## config.mk

```make
export PLATFORM = sky130hd
export DESIGN_NAME = pci_config_access_mechanism
export DESIGN_NICKNAME = d
export VERILOG_FILES = /design/src/design/pci_cfg_pkg.sv /design/src/design/pci_config_access_mechanism.sv /design/src/design/cfg_cycle_engine.sv
export SDC_FILE = /design/constraint.sdc
export NUM_CORES = 1
export LEC_CHECK = 0
export BUFFER_PORTS_ARGS = -buffer_cell sky130_fd_sc_hd__clkbuf_2
export CAP_MARGIN = 30
export CORE_MARGIN = 1.5
export CORE_UTILIZATION = 45
export DETAILED_ROUTE_END_ITERATION = 7
export PLACE_DENSITY = 0.69
export SLEW_MARGIN = 20
export SYNTH_ARGS = -nofsm -noshare
export SYNTH_HDL_FRONTEND = slang
export SYNTH_SLANG_ARGS = --single-unit
```

## constraint.sdc

```tcl
create_clock -name i_sys_clk -period 2.6 [get_ports i_sys_clk]
set_clock_uncertainty 0.15 [all_clocks]
set_input_delay 0.52 -clock i_sys_clk [delete_from_list [all_inputs] [get_ports i_sys_clk]]
set_output_delay 0.52 -clock i_sys_clk [all_outputs]
set_load 0.01 [all_outputs]
```

## src/design/pci_cfg_pkg.sv

```systemverilog
// Constants for the configuration address/data port bridge
package pci_cfg_pkg;
    localparam logic [15:0] IO_PORT_TARGET_SELECT = 16'h0cf8;
    localparam logic [15:0] IO_PORT_DATA_WINDOW   = 16'h0cfc;
    localparam logic [31:0] TARGET_SELECT_RESET   = 32'h0000_0000;
    localparam logic [31:0] TARGET_SELECT_WMASK   = 32'h80ff_fffc;
    localparam logic [3:0]  BE_FULL_DWORD         = 4'hf;
    localparam logic [3:0]  BE_NONE               = 4'h0;
    localparam int          ENABLE_BIT            = 31;
    localparam int          BUS_MSB               = 23;
    localparam int          BUS_LSB               = 16;
    localparam int          DEV_MSB               = 15;
    localparam int          DEV_LSB               = 11;
    localparam int          FUNC_MSB              = 10;
    localparam int          FUNC_LSB              = 8;
    localparam int          REG_MSB               = 7;
    localparam int          REG_LSB               = 2;
    localparam int          IDSEL_BASE            = 11;
    localparam logic [4:0]  DEV_MAX_IDSEL         = 5'h14;
    localparam logic [1:0]  ADDR_TYPE0            = 2'h0;
    localparam logic [1:0]  ADDR_TYPE1            = 2'h1;
    localparam logic [31:0] ABORT_READ_DATA       = 32'hffff_ffff;
    localparam logic [31:0] NO_BYTE_READ_DATA     = 32'h0000_0000;

    typedef enum logic [1:0] {
        ST_IDLE = 2'b00,
        ST_FWD  = 2'b01,
        ST_CFG  = 2'b10
    } bridge_state_e;
endpackage

```

## src/design/pci_config_access_mechanism.sv

```systemverilog
// Host bridge configuration address/data port logic with I/O forwarding
//
// Summary of operation
// A 32-bit target-select register answers at I/O port 0cf8h.
// A 32-bit data window at I/O port 0cfch reads or writes the selected config register.
// Software loads the target select first; a later data window access moves the data.
// Data window accesses pass the host byte enables so only enabled bytes are touched.
// Only full dword accesses to 0cf8h hit the register; narrower ones go out as plain I/O.
// The bus number comes from target-select bits 23 to 16.
// The device number, five bits, comes from target-select bits 15 to 11.
// The function number comes from target-select bits 10 to 8.
// The dword register index comes from target-select bits 7 to 2.
// A local config cycle raises exactly one AD line between AD31 and AD11 as IDSEL.
// Device n selects AD(11+n), device 0 being the host bridge and device 20 AD31.
// Only the bootstrap processor should use the ports, never two processors at once.
// A data window access makes a config cycle only with bit 31 set, else plain I/O.
`timescale 1ns/1ps
`default_nettype none
module pci_config_access_mechanism
    import pci_cfg_pkg::*;
#(
    parameter logic [7:0] PRIMARY_BUS = 8'h00
) (
    input  wire logic        i_sys_clk,
    input  wire logic        i_rst_n,
    // Processor-bus I/O cycle
    input  wire logic        i_io_req,
    input  wire logic        i_io_write,
    input  wire logic [15:0] i_io_addr,
    input  wire logic [3:0]  i_io_be,
    input  wire logic [31:0] i_io_wdata,
    output logic             o_io_ack,
    output logic [31:0]      o_io_rdata,
    // Ordinary I/O forwarded toward PCI/ISA
    output logic             o_fwd_req,
    output logic             o_fwd_write,
    output logic [15:0]      o_fwd_addr,
    output logic [3:0]       o_fwd_be,
    output logic [31:0]      o_fwd_wdata,
    input  wire logic        i_fwd_done,
    input  wire logic [31:0] i_fwd_rdata,
    // Configuration cycle toward PCI
    output logic             o_pci_req,
    output logic             o_pci_type1,
    output logic [31:0]      o_pci_addr,
    output logic [3:0]       o_pci_be,
    output logic             o_pci_write,
    output logic [31:0]      o_pci_wdata,
    input  wire logic        i_pci_done,
    input  wire logic        i_pci_abort,
    input  wire logic [31:0] i_pci_rdata,
    // Current target select, for observation
    output logic [31:0]      o_target_select
);
    function automatic logic same_dword(input logic [15:0] a, input logic [15:0] b);
        same_dword = (a[15:2] == b[15:2]);
    endfunction

    bridge_state_e state;
    bridge_state_e next_state;

    logic [31:0] cfg_target_select;
    logic        hit_select;
    logic        hit_window;
    logic        full_dword;
    logic        take;
    logic        select_access;
    logic        window_access;
    logic        cfg_start;
    logic        cfg_done;
    logic [31:0] cfg_rdata;

    // Requests while busy are ignored; one host cycle is outstanding at a time
    assign take       = i_io_req && (state == ST_IDLE);
    assign full_dword = (i_io_be == BE_FULL_DWORD);

    always_comb begin
        hit_select = 1'b0;
        hit_window = 1'b0;
        if (same_dword(i_io_addr, IO_PORT_TARGET_SELECT)) begin
            hit_select = 1'b1;
        end else if (same_dword(i_io_addr, IO_PORT_DATA_WINDOW)) begin
            hit_window = 1'b1;
        end
    end

    // Narrow select-port cycles are not ours; they go out untouched
    assign select_access = hit_select && full_dword;
    assign window_access = hit_window && cfg_target_select[ENABLE_BIT];
    assign cfg_start     = take && window_access;

    always_comb begin
        next_state = state;
        case (state)
            ST_IDLE: begin
                if (take && window_access) begin
                    next_state = ST_CFG;
                end else if (take && !select_access) begin
                    next_state = ST_FWD;
                end
            end
            ST_FWD: begin
                if (i_fwd_done) begin
                    next_state = ST_IDLE;
                end
            end
            ST_CFG: begin
                if (cfg_done) begin
                    next_state = ST_IDLE;
                end
            end
            default: begin
                next_state = ST_IDLE;
            end
        endcase
    end

    always_ff @(posedge i_sys_clk or negedge i_rst_n) begin
        if (!i_rst_n) begin
            state <= ST_IDLE;
        end else begin
            state <= next_state;
        end
    end

    // Target select register; reserved bits stay zero
    always_ff @(posedge i_sys_clk or negedge i_rst_n) begin
        if (!i_rst_n) begin
            cfg_target_select <= TARGET_SELECT_RESET;
        end else if (take && select_access && i_io_write) begin
            cfg_target_select <= i_io_wdata & TARGET_SELECT_WMASK;
        end
    end

    always_ff @(posedge i_sys_clk or negedge i_rst_n) begin
        if (!i_rst_n) begin
            o_target_select <= TARGET_SELECT_RESET;
        end else if (take && select_access && i_io_write) begin
            o_target_select <= i_io_wdata & TARGET_SELECT_WMASK;
        end
    end

    // Forwarded ordinary I/O, held until the far side completes
    always_ff @(posedge i_sys_clk or negedge i_rst_n) begin
        if (!i_rst_n) begin
            o_fwd_req   <= 1'b0;
            o_fwd_write <= 1'b0;
            o_fwd_addr  <= 16'h0000;
            o_fwd_be    <= 4'h0;
            o_fwd_wdata <= 32'h0000_0000;
        end else if (take && !select_access && !window_access) begin
            o_fwd_req   <= 1'b1;
            o_fwd_write <= i_io_write;
            o_fwd_addr  <= i_io_addr;
            o_fwd_be    <= i_io_be;
            o_fwd_wdata <= i_io_wdata;
        end else if (o_fwd_req && i_fwd_done) begin
            o_fwd_req   <= 1'b0;
        end
    end

    // Completion toward the host, one pulse per taken cycle
    always_ff @(posedge i_sys_clk or negedge i_rst_n) begin
        if (!i_rst_n) begin
            o_io_ack   <= 1'b0;
            o_io_rdata <= 32'h0000_0000;
        end else if (take && select_access) begin
            o_io_ack   <= 1'b1;
            o_io_rdata <= cfg_target_select;
        end else if (state == ST_FWD && i_fwd_done) begin
            o_io_ack   <= 1'b1;
            o_io_rdata <= i_fwd_rdata;
        end else if (state == ST_CFG && cfg_done) begin
            o_io_ack   <= 1'b1;
            o_io_rdata <= cfg_rdata;
        end else begin
            o_io_ack   <= 1'b0;
        end
    end

    // Field split of the target select drives the cycle builder
    cfg_cycle_engine #(
        .PRIMARY_BUS (PRIMARY_BUS)
    ) u_cycle (
        .i_sys_clk   (i_sys_clk),
        .i_rst_n     (i_rst_n),
        .i_start     (cfg_start),
        .i_write     (i_io_write),
        .i_be        (i_io_be),
        .i_wdata     (i_io_wdata),
        .i_bus       (cfg_target_select[BUS_MSB:BUS_LSB]),
        .i_dev       (cfg_target_select[DEV_MSB:DEV_LSB]),
        .i_func      (cfg_target_select[FUNC_MSB:FUNC_LSB]),
        .i_reg       (cfg_target_select[REG_MSB:REG_LSB]),
        .o_done      (cfg_done),
        .o_rdata     (cfg_rdata),
        .o_pci_req   (o_pci_req),
        .o_pci_type1 (o_pci_type1),
        .o_pci_addr  (o_pci_addr),
        .o_pci_be    (o_pci_be),
        .o_pci_write (o_pci_write),
        .o_pci_wdata (o_pci_wdata),
        .i_pci_done  (i_pci_done),
        .i_pci_abort (i_pci_abort),
        .i_pci_rdata (i_pci_rdata)
    );
endmodule
`default_nettype wire

```

## src/design/cfg_cycle_engine.sv

```systemverilog
// Builds and runs one configuration cycle toward the PCI side
`timescale 1ns/1ps
`default_nettype none
module cfg_cycle_engine
    import pci_cfg_pkg::*;
#(
    parameter logic [7:0] PRIMARY_BUS = 8'h00
) (
    input  wire logic        i_sys_clk,
    input  wire logic        i_rst_n,
    input  wire logic        i_start,
    input  wire logic        i_write,
    input  wire logic [3:0]  i_be,
    input  wire logic [31:0] i_wdata,
    input  wire logic [7:0]  i_bus,
    input  wire logic [4:0]  i_dev,
    input  wire logic [2:0]  i_func,
    input  wire logic [5:0]  i_reg,
    output logic             o_done,
    output logic [31:0]      o_rdata,
    output logic             o_pci_req,
    output logic             o_pci_type1,
    output logic [31:0]      o_pci_addr,
    output logic [3:0]       o_pci_be,
    output logic             o_pci_write,
    output logic [31:0]      o_pci_wdata,
    input  wire logic        i_pci_done,
    input  wire logic        i_pci_abort,
    input  wire logic [31:0] i_pci_rdata
);
    // One IDSEL line in AD[31:11], device n on AD(11+n)
    function automatic logic [31:0] idsel_of(input logic [4:0] dev);
        idsel_of = 32'h0000_0001 << (IDSEL_BASE + int'(dev));
    endfunction

    logic local_bus;
    logic no_target;
    logic no_bytes;

    assign local_bus = (i_bus == PRIMARY_BUS);
    // Devices above the last IDSEL line have no select; treated as absent
    assign no_target = local_bus && (i_dev > DEV_MAX_IDSEL);
    assign no_bytes  = (i_be == BE_NONE);

    always_ff @(posedge i_sys_clk or negedge i_rst_n) begin
        if (!i_rst_n) begin
            o_pci_req   <= 1'b0;
            o_pci_type1 <= 1'b0;
            o_pci_addr  <= 32'h0000_0000;
            o_pci_be    <= 4'h0;
            o_pci_write <= 1'b0;
            o_pci_wdata <= 32'h0000_0000;
        end else if (i_start && !o_pci_req && !no_target && !no_bytes) begin
            o_pci_req   <= 1'b1;
            o_pci_type1 <= !local_bus;
            o_pci_be    <= i_be;
            o_pci_write <= i_write;
            o_pci_wdata <= i_wdata;
            if (local_bus) begin
                o_pci_addr <= idsel_of(i_dev) | {21'h0, i_func, i_reg, ADDR_TYPE0};
            end else begin
                o_pci_addr <= {8'h00, i_bus, i_dev, i_func, i_reg, ADDR_TYPE1};
            end
        end else if (o_pci_req && (i_pci_done || i_pci_abort)) begin
            o_pci_req <= 1'b0;
        end
    end

    always_ff @(posedge i_sys_clk or negedge i_rst_n) begin
        if (!i_rst_n) begin
            o_done  <= 1'b0;
            o_rdata <= 32'h0000_0000;
        end else if (i_start && !o_pci_req && no_bytes) begin
            // No byte enabled: the register is not touched
            o_done  <= 1'b1;
            o_rdata <= NO_BYTE_READ_DATA;
        end else if (i_start && !o_pci_req && no_target) begin
            o_done  <= 1'b1;
            o_rdata <= ABORT_READ_DATA;
        end else if (o_pci_req && i_pci_abort) begin
            o_done  <= 1'b1;
            o_rdata <= ABORT_READ_DATA;
        end else if (o_pci_req && i_pci_done) begin
            o_done  <= 1'b1;
            o_rdata <= i_pci_rdata;
        end else begin
            o_done  <= 1'b0;
        end
    end
endmodule
`default_nettype wire

```

==> results of run 1 <==
[sequential cells by signal, indices dropped and copies added (netlist names)]
| name | flops |
|---|---|
| cfg_target_select | 23 |
| o_fwd_addr | 16 |
| o_fwd_be | 4 |
| o_fwd_req | 1 |
| o_fwd_wdata | 32 |
| o_fwd_write | 1 |
| o_io_ack | 1 |
| o_io_rdata | 32 |
| state | 2 |
| u_cycle.o_done | 1 |
| u_cycle.o_pci_addr | 32 |
| u_cycle.o_pci_be | 4 |
| u_cycle.o_pci_req | 1 |
| u_cycle.o_pci_type1 | 1 |
| u_cycle.o_pci_wdata | 32 |
| u_cycle.o_pci_write | 1 |
| u_cycle.o_rdata | 32 |
[per-stage QoR]
step	hold slack, ps	worst slack [ps]
3_5_place_dp	293	-75.8
4_1_cts	72.9	151
2_1_floorplan	74.4	107
6_report	92.5	161
5_1_grt	78.8	88.4
3_3_place_gp	293	-60.7
[power by group through the flow]
stage / logic, W / registers (W) / clock network (W)
finish: 0.00138 / 0.00387 / 0.00347
global route: 0.00149 / 0.00392 / 0.00367
global placement: 0.00137 / 0.00392 / 0
detailed placement: 0.00139 / 0.00393 / 0
floorplan: 0.000535 / 0.00408 / 0
CTS: 0.00140 / 0.00388 / 0.00354
[cell usage in the layout (no fill, tap or decap), types with 2 or more instances in the layout]
master / instances
buf_4: 40
bufinv_16: 2
nor4_1: 3
a21oi_1: 35
clkbuf_2: 302
nor3b_1: 2
and4_1: 4
o21ai_4: 2
nand4_1: 11
mux2i_1: 24
clkbuf_1: 3
inv_1: 16
a31o_2: 2
o221a_2: 4
nand2b_1: 2
clkbuf_8: 6
conb_1: 9
or3_1: 32
buf_12: 9
mux2_1: 3
clkinvlp_4: 3
and2_0: 2
and3_1: 3
or2_2: 2
nand2_1: 7
clkbuf_16: 25
mux2_2: 185
dfrtp_1: 216
o31ai_1: 3
o21ai_0: 42
clkinv_2: 3
nor2b_1: 3
nor2_1: 15
a31oi_1: 6
a211oi_1: 9
[layer usage]
layer / GRT usage [%] / up-vias / share of wire, %
li1: - / 3233 / -
met1: 30.8 / 3460 / 41
met2: 37.9 / 260 / 48
met3: 6.82 / 51 / 8.2
met4: 6.40 / 0 / 2.3
met5: 0 / - / 0
[worst min path at each step]
stage / cells past startpoint / slack, ps / to
2_1_floorplan: 0 / 70 / cfg_target_select[10]
3_3_place_gp: 1 / 290 / state[1]
3_5_place_dp: 1 / 290 / state[1]
4_1_cts: 2 / 70 / o_fwd_addr[0]
5_1_grt: 2 / 80 / u_cycle.o_pci_wdata[26]
6_report: 2 / 90 / o_fwd_addr[0]
[cell type report]
cell class	count	area, um^2
clock inverter	8	97.6
multi-input combinational	431	3690
fill	1648	8040
sequential	216	5410
timing repair buffer	353	2020
tap	270	338
inverter	16	60.1
clock buffer	34	719
[critical path: stages, from the launching register on]
cell and delay [ps]:
dfrtp_1 380, or3b_1 400, or3_4 380, a2111o_2 470, buf_12 200, mux2_1 330
[cells by family (layout without fill, tap and decap cells)]
| kind of cell | Yosys count | after routing | synth area share (%) |
|---|---|---|---|
| multiplexers | 212 | 212 | 25.1 |
| other | 1 | 9 | 0.0400 |
| XOR/XNOR | 1 | 1 | 0.0934 |
| AND/OR/NAND/NOR | 100 | 100 | 6.49 |
| buffers and inverters | 71 | 411 | 3.89 |
| flip-flops | 216 | 216 | 57.6 |
| AO/OA/AOI/OAI | 109 | 109 | 6.76 |
==> flow_summary.toml, run 1 <==
[clocking]
cts_tree = "built"
clockBufferDepth = 3
cts_sinks = 216
clk_pin_slew_ps = 60
postCtsSetupBuffers = 0
cts-root-buf = "clkbuf_16"
cts_buffers = 24
clkLatencyLatePin_ps = 510
hold_buffers = 1
cts_htree_levels = 1
cts_resized = 0

[placement]
place.port_buffers = 303
placed_cell_area_um2 = 11500
dp_hpwl_um = 18500
placed_cells = 1285
place_congestion = 0.828

[cells_and_area]
final_area_um2 = 12300
n_antenna_cell = 0
utilization_pct = 60.5
fin_nets = 1165
syn2layout_area_growth_pct = 31.3
fin_cells = 1328
drive_gt1_share_pct = 56.1

[worst_setup_path]
path_max_fanout = 35
critPathCaptureType = "register"
crit_required_ps = 2840
endpoint = "u_cycle.o_pci_wdata[30]"
crit_start = "state[0]"
r2r_slack_ps = 160
reg2reg_to = "u_cycle.o_pci_wdata[30]"
startpoint_type = "register"
arrival_ps = 2670
r2r-start = "state[0]"
reg2reg_depth = 5
critical_path_class = "reg -> reg"

[power_and_ir_drop]
netSwitchingFraction_pct = 25.3
power_w = 0.00872
p_clk_share_pct = 39.8
powerDensity_nw_per_um2 = 708
p_int_w = 0.00651
p_sw_w = 0.00221
leakagePower_nw = 6.46
pwr-share-seq_pct = 44.4
power_frac_comb_pct = 15.8
vdd_ir_drop_max_mv = 0.489

[sta]
max_clock_freq_mhz = 410
worst_slew_pin_slew_ps = 869
setup_viol = 0
relSlewSlack_pct = 41.8
final_max_slew_viol_count = 0
finalSetupTns_ps = 0
hold_viol = 0
rsz0062_at_grt = "no"
fin_crit_sh_pct = 93.8
fin_crit_ps = 2440

[yosys]
ys_top_cells_by_area = "dfrtp_1 (58%), mux2_2 (22%), mux2i_1 (2.6%)"
synth.avg_cell_area_um2 = 13.2
ys.flop_type = "dfrtp_1"
synth_edf_count = 0
yosys.area.top_type = "dfrtp_1"
yosysMostFrequentCell = "dfrtp_1"
netlist_instances = 710
async_reset_ff_share_pct = 100
yosysTopAreaCellShare_pct = 57.6
yosysWarnings = 0
synthesis.area_um2 = 9380
ys_top_cells_by_count = "dfrtp_1 (216), mux2_2 (185), o21ai_0 (43)"
synth_cell_types = 47
ys_seq_area_share_pct = 57.6
ys_seq_elements = 216

[global_route]
antenna_found_initial = 0
overflow = 0
grt_pass1_wl_um = 39800
grt.total_usage_pct = 23.4
grt_pass1_vias = 7118
grt_max_degree = 72

[route]
vias = 7004
detail-route-antenna-nets = 0
via_per_inst = 5.27
remaining_drc_errors = 0
routed_wl_um = 25400
routedWlPerCell_um = 19.1
dr.pass1.iters = 4
drt-initial-drc-count = 237

[status]
outcome = "finished clean"

[floorplan]
die_x_um = 147
die_y_um = 147
ios = 313
die_area_um2 = 21700
coreArea_um2 = 20400
rows = 52
initial_utilization_pct = 46.1

[hold_path]
min_path_type = "in -> reg"
hp-start = "i_io_addr[0]"

[flow_run]
cap_viol_max_count = 0
Power figures use the tool's default switching activity.
==> inputs of run 2 (changes only) <==
Settings changed: ABC_AREA set to 1.
==> run 2 against run 1 <==
Sequential power rose by 9.6%. Global-route usage rose by 2.8 points. Design area rose by 0.98%. Clock power barely moved. Largest cell class unchanged. Highest routed layer unchanged.
==> flow_summary.toml, run 2 <==
[status]
outcome = "finished clean"

[floorplan]
rows = 53
die_y_um = 150
coreArea_um2 = 21200
initial_utilization_pct = 46.2
die_x_um = 150
die_area_um2 = 22600
ios = 313

[yosys]
netlist_instances = 1187
async_reset_ff_share_pct = 100
ys.flop_type = "dfrtp_1"
synth_edf_count = 0
synth.avg_cell_area_um2 = 8.24
ys_seq_area_share_pct = 55.3
yosys.area.top_type = "dfrtp_1"
synth_cell_types = 35
synthesis.area_um2 = 9780
ys_top_cells_by_count = "nand2_1 (343), dfrtp_1 (216), o21ai_0 (161)"
ys_top_cells_by_area = "dfrtp_1 (55%), nand2_1 (13%), o21ai_0 (8.2%)"
ys_seq_elements = 216
yosysWarnings = 0
yosysMostFrequentCell = "nand2_1"
yosysTopAreaCellShare_pct = 55.3

[worst_setup_path]
path_max_fanout = 53
arrival_ps = 2570
r2r_slack_ps = 300
reg2reg_to = "u_cycle.o_pci_wdata[15]"
critPathCaptureType = "register"
endpoint = "u_cycle.o_pci_wdata[15]"
critical_path_class = "reg -> reg"
crit_required_ps = 2870
reg2reg_depth = 10
crit_start = "cfg_target_select[20]"
startpoint_type = "register"
r2r-start = "cfg_target_select[20]"

[clocking]
clockBufferDepth = 3
cts_sinks = 216
cts_tree = "built"
cts_htree_levels = 1
clkLatencyLatePin_ps = 510
cts_buffers = 24
cts-root-buf = "clkbuf_16"
clk_pin_slew_ps = 60

[sta]
setup_viol = 0
fin_crit_ps = 2300
worst_slew_pin_slew_ps = 789
max_clock_freq_mhz = 435
rsz0062_at_grt = "no"
fin_crit_sh_pct = 88.4
finalSetupTns_ps = 0
final_max_slew_viol_count = 0
relSlewSlack_pct = 47.3
hold_viol = 0

[placement]
dp_hpwl_um = 21500
place.port_buffers = 303
place_congestion = 0.856
placed_cell_area_um2 = 11600
placed_cells = 1722

[power_and_ir_drop]
p_int_w = 0.00679
p_sw_w = 0.00273
netSwitchingFraction_pct = 28.7
vdd_ir_drop_max_mv = 0.419
leakagePower_nw = 6.85
powerDensity_nw_per_um2 = 765
power_frac_comb_pct = 18.7
p_clk_share_pct = 36.7
pwr-share-seq_pct = 44.5

[cells_and_area]
fin_nets = 1597
syn2layout_area_growth_pct = 27.2
drive_gt1_share_pct = 27.8
fin_cells = 1766
final_common_cell = "nand2_1"
final_cell_mix = "nand2_1 (343), clkbuf_2 (302), dfrtp_1 (216)"
final_area_um2 = 12400
n_antenna_cell = 0
utilization_pct = 58.8

[global_route]
grt_pass1_vias = 8308
antenna_found_initial = 0
grt_pass1_wl_um = 45800
grt.total_usage_pct = 26.2
grt_max_degree = 70
overflow = 0

[hold_path]
min_path_type = "in -> reg"

[route]
wl_met2_um = 13800
detail-route-antenna-nets = 0
dr.pass1.iters = 5
routedWlPerCell_um = 16.7
wl_met3_um = 2210
routed_wl_um = 29500
vias = 8917
remaining_drc_errors = 0
drt-initial-drc-count = 575
wl_met1_um = 12700
via_per_inst = 5.05
top_layer = "met4"

[flow_run]
cap_viol_max_count = 0
run 2: cell types whose count changed after synthesis, sizes merged, moves of 8 or more:
cell | previous run | this run
nor2 | 16 | 88
nand3 | 1 | 85
a21oi | 35 | 6
a211oi | 9 | 0
nand4 | 11 | 19
o211ai | 0 | 8
mux2i | 24 | 0
buf | 24 | 44
inv | 16 | 96
or2 | 2 | 23
mux2 | 188 | 0
nand2 | 7 | 345
o21ai | 45 | 207
or3 | 33 | 0
run 2: area by class of cell:
class | count | area, um^2
Clock inverter | 10 | 128
Timing Repair Buffer | 334 | 1860
Tap cell | 275 | 344
Fill cell | 1972 | 8710
Multi-Input combinational cell | 802 | 3660
Sequential cell | 216 | 5410
Inverter | 96 | 363
Clock buffer | 33 | 686
run 2: cell families after synthesis:
family                 Yosys count  share of synthesized area, %
AO/OA/AOI/OAI                  225                          11.9
buffers and inverters          177                          7.79
flip-flops                     216                          55.2
other                            1                        0.0383
AND/OR/NAND/NOR                568                          25.0
run 2: power groups by stage:
stage / combinational, W / sequential (W) / clock [W]
2_1_floorplan: 0.000821 / 0.00440 / 0
3_3_place_gp: 0.00177 / 0.00428 / 0
3_5_place_dp: 0.00180 / 0.00430 / 0
4_1_cts: 0.00181 / 0.00425 / 0.00355
5_1_grt: 0.00202 / 0.00431 / 0.00369
6_report: 0.00178 / 0.00424 / 0.00350
run 2: critical path, cell delays in order (launching register included):
cell	delay [ps]
dfrtp_1	460
inv_1	110
nand2_1	50
nor2_1	100
nand2_1	310
nor2_4	360
inv_4	80
nand4_4	130
buf_12	240
nand2_1	100
o21ai_1	90
run 2: worst min path at each step:
stage                               from               endpoint  slack (ps)  cells past startpoint
after floorplan                  i_rst_n  cfg_target_select[10]          70                      0
after global placement    u_cycle.o_done               state[1]         300                      1
after detailed placement         i_rst_n  u_cycle.o_pci_addr[8]         310                      1
after CTS                     i_fwd_done               state[0]          80                      2
after global routing          i_fwd_done               state[0]         100                      2
final                         i_fwd_done               state[0]         100                      2
run 2: what timing repair did:
item                                    CTS  global route
endpoints found under the setup margin    0             0
hold buffers                              1             0
setup buffers                             0             0
resized for setup                         0             0
hold endpoints to repair                 48             0
run 2: metal layers:
| metal | vias up | global-route usage [%] |
|---|---|---|
| met5 | - | 0 |
| met4 | 0 | 7.30 |
| met3 | 53 | 4.21 |
| met2 | 366 | 42.1 |
| met1 | 4114 | 36.7 |
| li1 | 4384 | - |
run 2: stage by stage:
stage               hold slack [ps]  setup WS (ps)  power (W)
CTS                            81.8            298    0.00961
global route                   97.1            118     0.0100
detailed placement              309            193    0.00610
floorplan                      74.4            643    0.00522
finish                          100            301    0.00953
global placement                298            248    0.00605
==> inputs of run 3 (changes only) <==
Settings changed: GPL_TIMING_DRIVEN set to 0.
==> run 3 against run 2 <==
Sequential power about the same. Sequential share of layout area decreased by 0.61 points. First-iteration DRC count increased by 8.5%. Clock power increased by 6.3%. Setup slack got worse by 20 ps. Cell count increased by 3.1%.
==> flow_summary.toml, run 3 (synthesis results as in run 2) <==
[cells_and_area]
final_cell_mix = "nand2_1 (343), clkbuf_2 (303), dfrtp_1 (216)"
syn2layout_area_growth_pct = 29.0
n_antenna_cell = 0
fin_nets = 1650
drive_gt1_share_pct = 27.8
final_area_um2 = 12600
final_common_cell = "nand2_1"
fin_cells = 1820
nFillCells = 1963

[worst_setup_path]
reg2reg_to = "u_cycle.o_pci_req"
startpoint_type = "register"
r2r-start = "cfg_target_select[14]"
reg2reg_depth = 8
r2r_slack_ps = 280
critPathCaptureType = "register"
crit_required_ps = 2830
critical_path_class = "reg -> reg"
path_max_fanout = 10
arrival_ps = 2550

[floorplan]
die_x_um = 150
rows = 53
die_y_um = 150
coreArea_um2 = 21200
die_area_um2 = 22600
initial_utilization_pct = 46.2
ios = 313

[placement]
place_ws_ps = -164
placed_cell_area_um2 = 11700
dp_hpwl_um = 23900
place.port_buffers = 303
place_congestion = 0.911
placed_cells = 1775

[hold_path]
hold_depth = 2
min_path_type = "in -> reg"
hp-start = "i_fwd_done"
whs_endpoint = "state[0]"

[power_and_ir_drop]
p_int_w = 0.00699
powerDensity_nw_per_um2 = 774
netSwitchingFraction_pct = 28.4
leakagePower_nw = 6.94
power_frac_comb_pct = 18.7
pwr-share-seq_pct = 43.3
p_clk_share_pct = 38.1
vdd_ir_drop_max_mv = 0.528
p_sw_w = 0.00277

[sta]
fin_crit_ps = 2320
max_clock_freq_mhz = 431
worst_slew_pin_slew_ps = 829
finalSetupTns_ps = 0
relSlewSlack_pct = 44.3
hold_slack_ps = 97.9
setup_viol = 0
fin_crit_sh_pct = 89.2
fin_ws_ps = 281
rsz0062_at_grt = "no"
final_max_slew_viol_count = 0
hold_viol = 0

[route]
routedWlPerCell_um = 17.2
dr.pass1.iters = 6
routed_wl_um = 31300
drt-initial-drc-count = 624
detail-route-antenna-nets = 0
vias = 9294
remaining_drc_errors = 0
via_per_inst = 5.11

[global_route]
grt_pass1_wl_um = 48200
grt.total_usage_pct = 27.7
top_usage_layer = "met2"
grt_max_degree = 91
met2_usage_pct = 46.1
grt_pass1_vias = 8899
antenna_found_initial = 0
grt_use_met3_pct = 4.94
use_met1_pct = 36.8
overflow = 0

[flow_run]
cap_viol_max_count = 0

[clocking]
clk_pin_slew_ps = 60
cts_sinks = 216
clockBufferDepth = 3
cts_tree = "built"
cts-root-buf = "clkbuf_16"
cts_resized = 0
clkLatencyLatePin_ps = 510
cts_buffers = 24
cts_htree_levels = 1

[status]
outcome = "finished clean"
-- run 3: timing repair --
item / 4_1_cts / 5_1_grt
hold endpoints to repair: 49 / 0
hold buffers: 1 / 0
setup buffers: 0 / 0
-- run 3: worst max path at each step --
| stage | startpoint | to | slack [ps] |
|---|---|---|---|
| final | cfg_target_select[14] | u_cycle.o_pci_req | 280 |
| after global routing | cfg_target_select[31] | u_cycle.o_rdata[5] | 100 |
| after CTS | cfg_target_select[12] | u_cycle.o_pci_addr[9] | 310 |
| after detailed placement | i_io_be[1] | u_cycle.o_pci_req | -160 |
| after global placement | i_rst_n | o_fwd_addr[0] | -3440 |
| after floorplan | i_io_be[0] | u_cycle.o_pci_wdata[10] | 640 |
-- run 3: power groups by stage --
stage / sequential (W) / combinational, W / clock [W]
global placement: 0.00426 / 0.00178 / 0
CTS: 0.00422 / 0.00184 / 0.00375
detailed placement: 0.00428 / 0.00183 / 0
finish: 0.00423 / 0.00182 / 0.00372
floorplan: 0.00440 / 0.000821 / 0
global route: 0.00429 / 0.00206 / 0.00389
-- run 3: area by class of cell --
type	count	area, um^2	area share (%)
plain buffers	81	399	3.16
repair buffers	306	1590	12.6
clock inverters	13	195	1.55
multi-input cells	802	3650	28.9
flip-flops and latches	216	5410	42.8
inverters	96	363	2.87
clock buffers	31	678	5.37
well taps	275	344	2.73
-- run 3: stage by stage --
step	power, W	utilization [%]
floorplan	0.00522	-
global placement	0.00605	55.2
detailed placement	0.00611	55.5
CTS	0.00982	59.7
global route	0.0102	59.7
finish	0.00976	59.7
-- run 3: layer usage --
| layer | routed length, um | vias up |
|---|---|---|
| met5 | 0 | - |
| met4 | 870 | 0 |
| met3 | 2490 | 51 |
| met2 | 14700 | 388 |
| met1 | 13300 | 4367 |
| li1 | - | 4488 |
-- run 3: critical path, stage by stage, from the launching register on --
cell,delay [ps]
dfrtp_1,560
inv_2,190
a21oi_2,170
nand2_2,120
nor2_4,250
inv_4,70
nand4_2,210
buf_2,330
o21ai_0,130
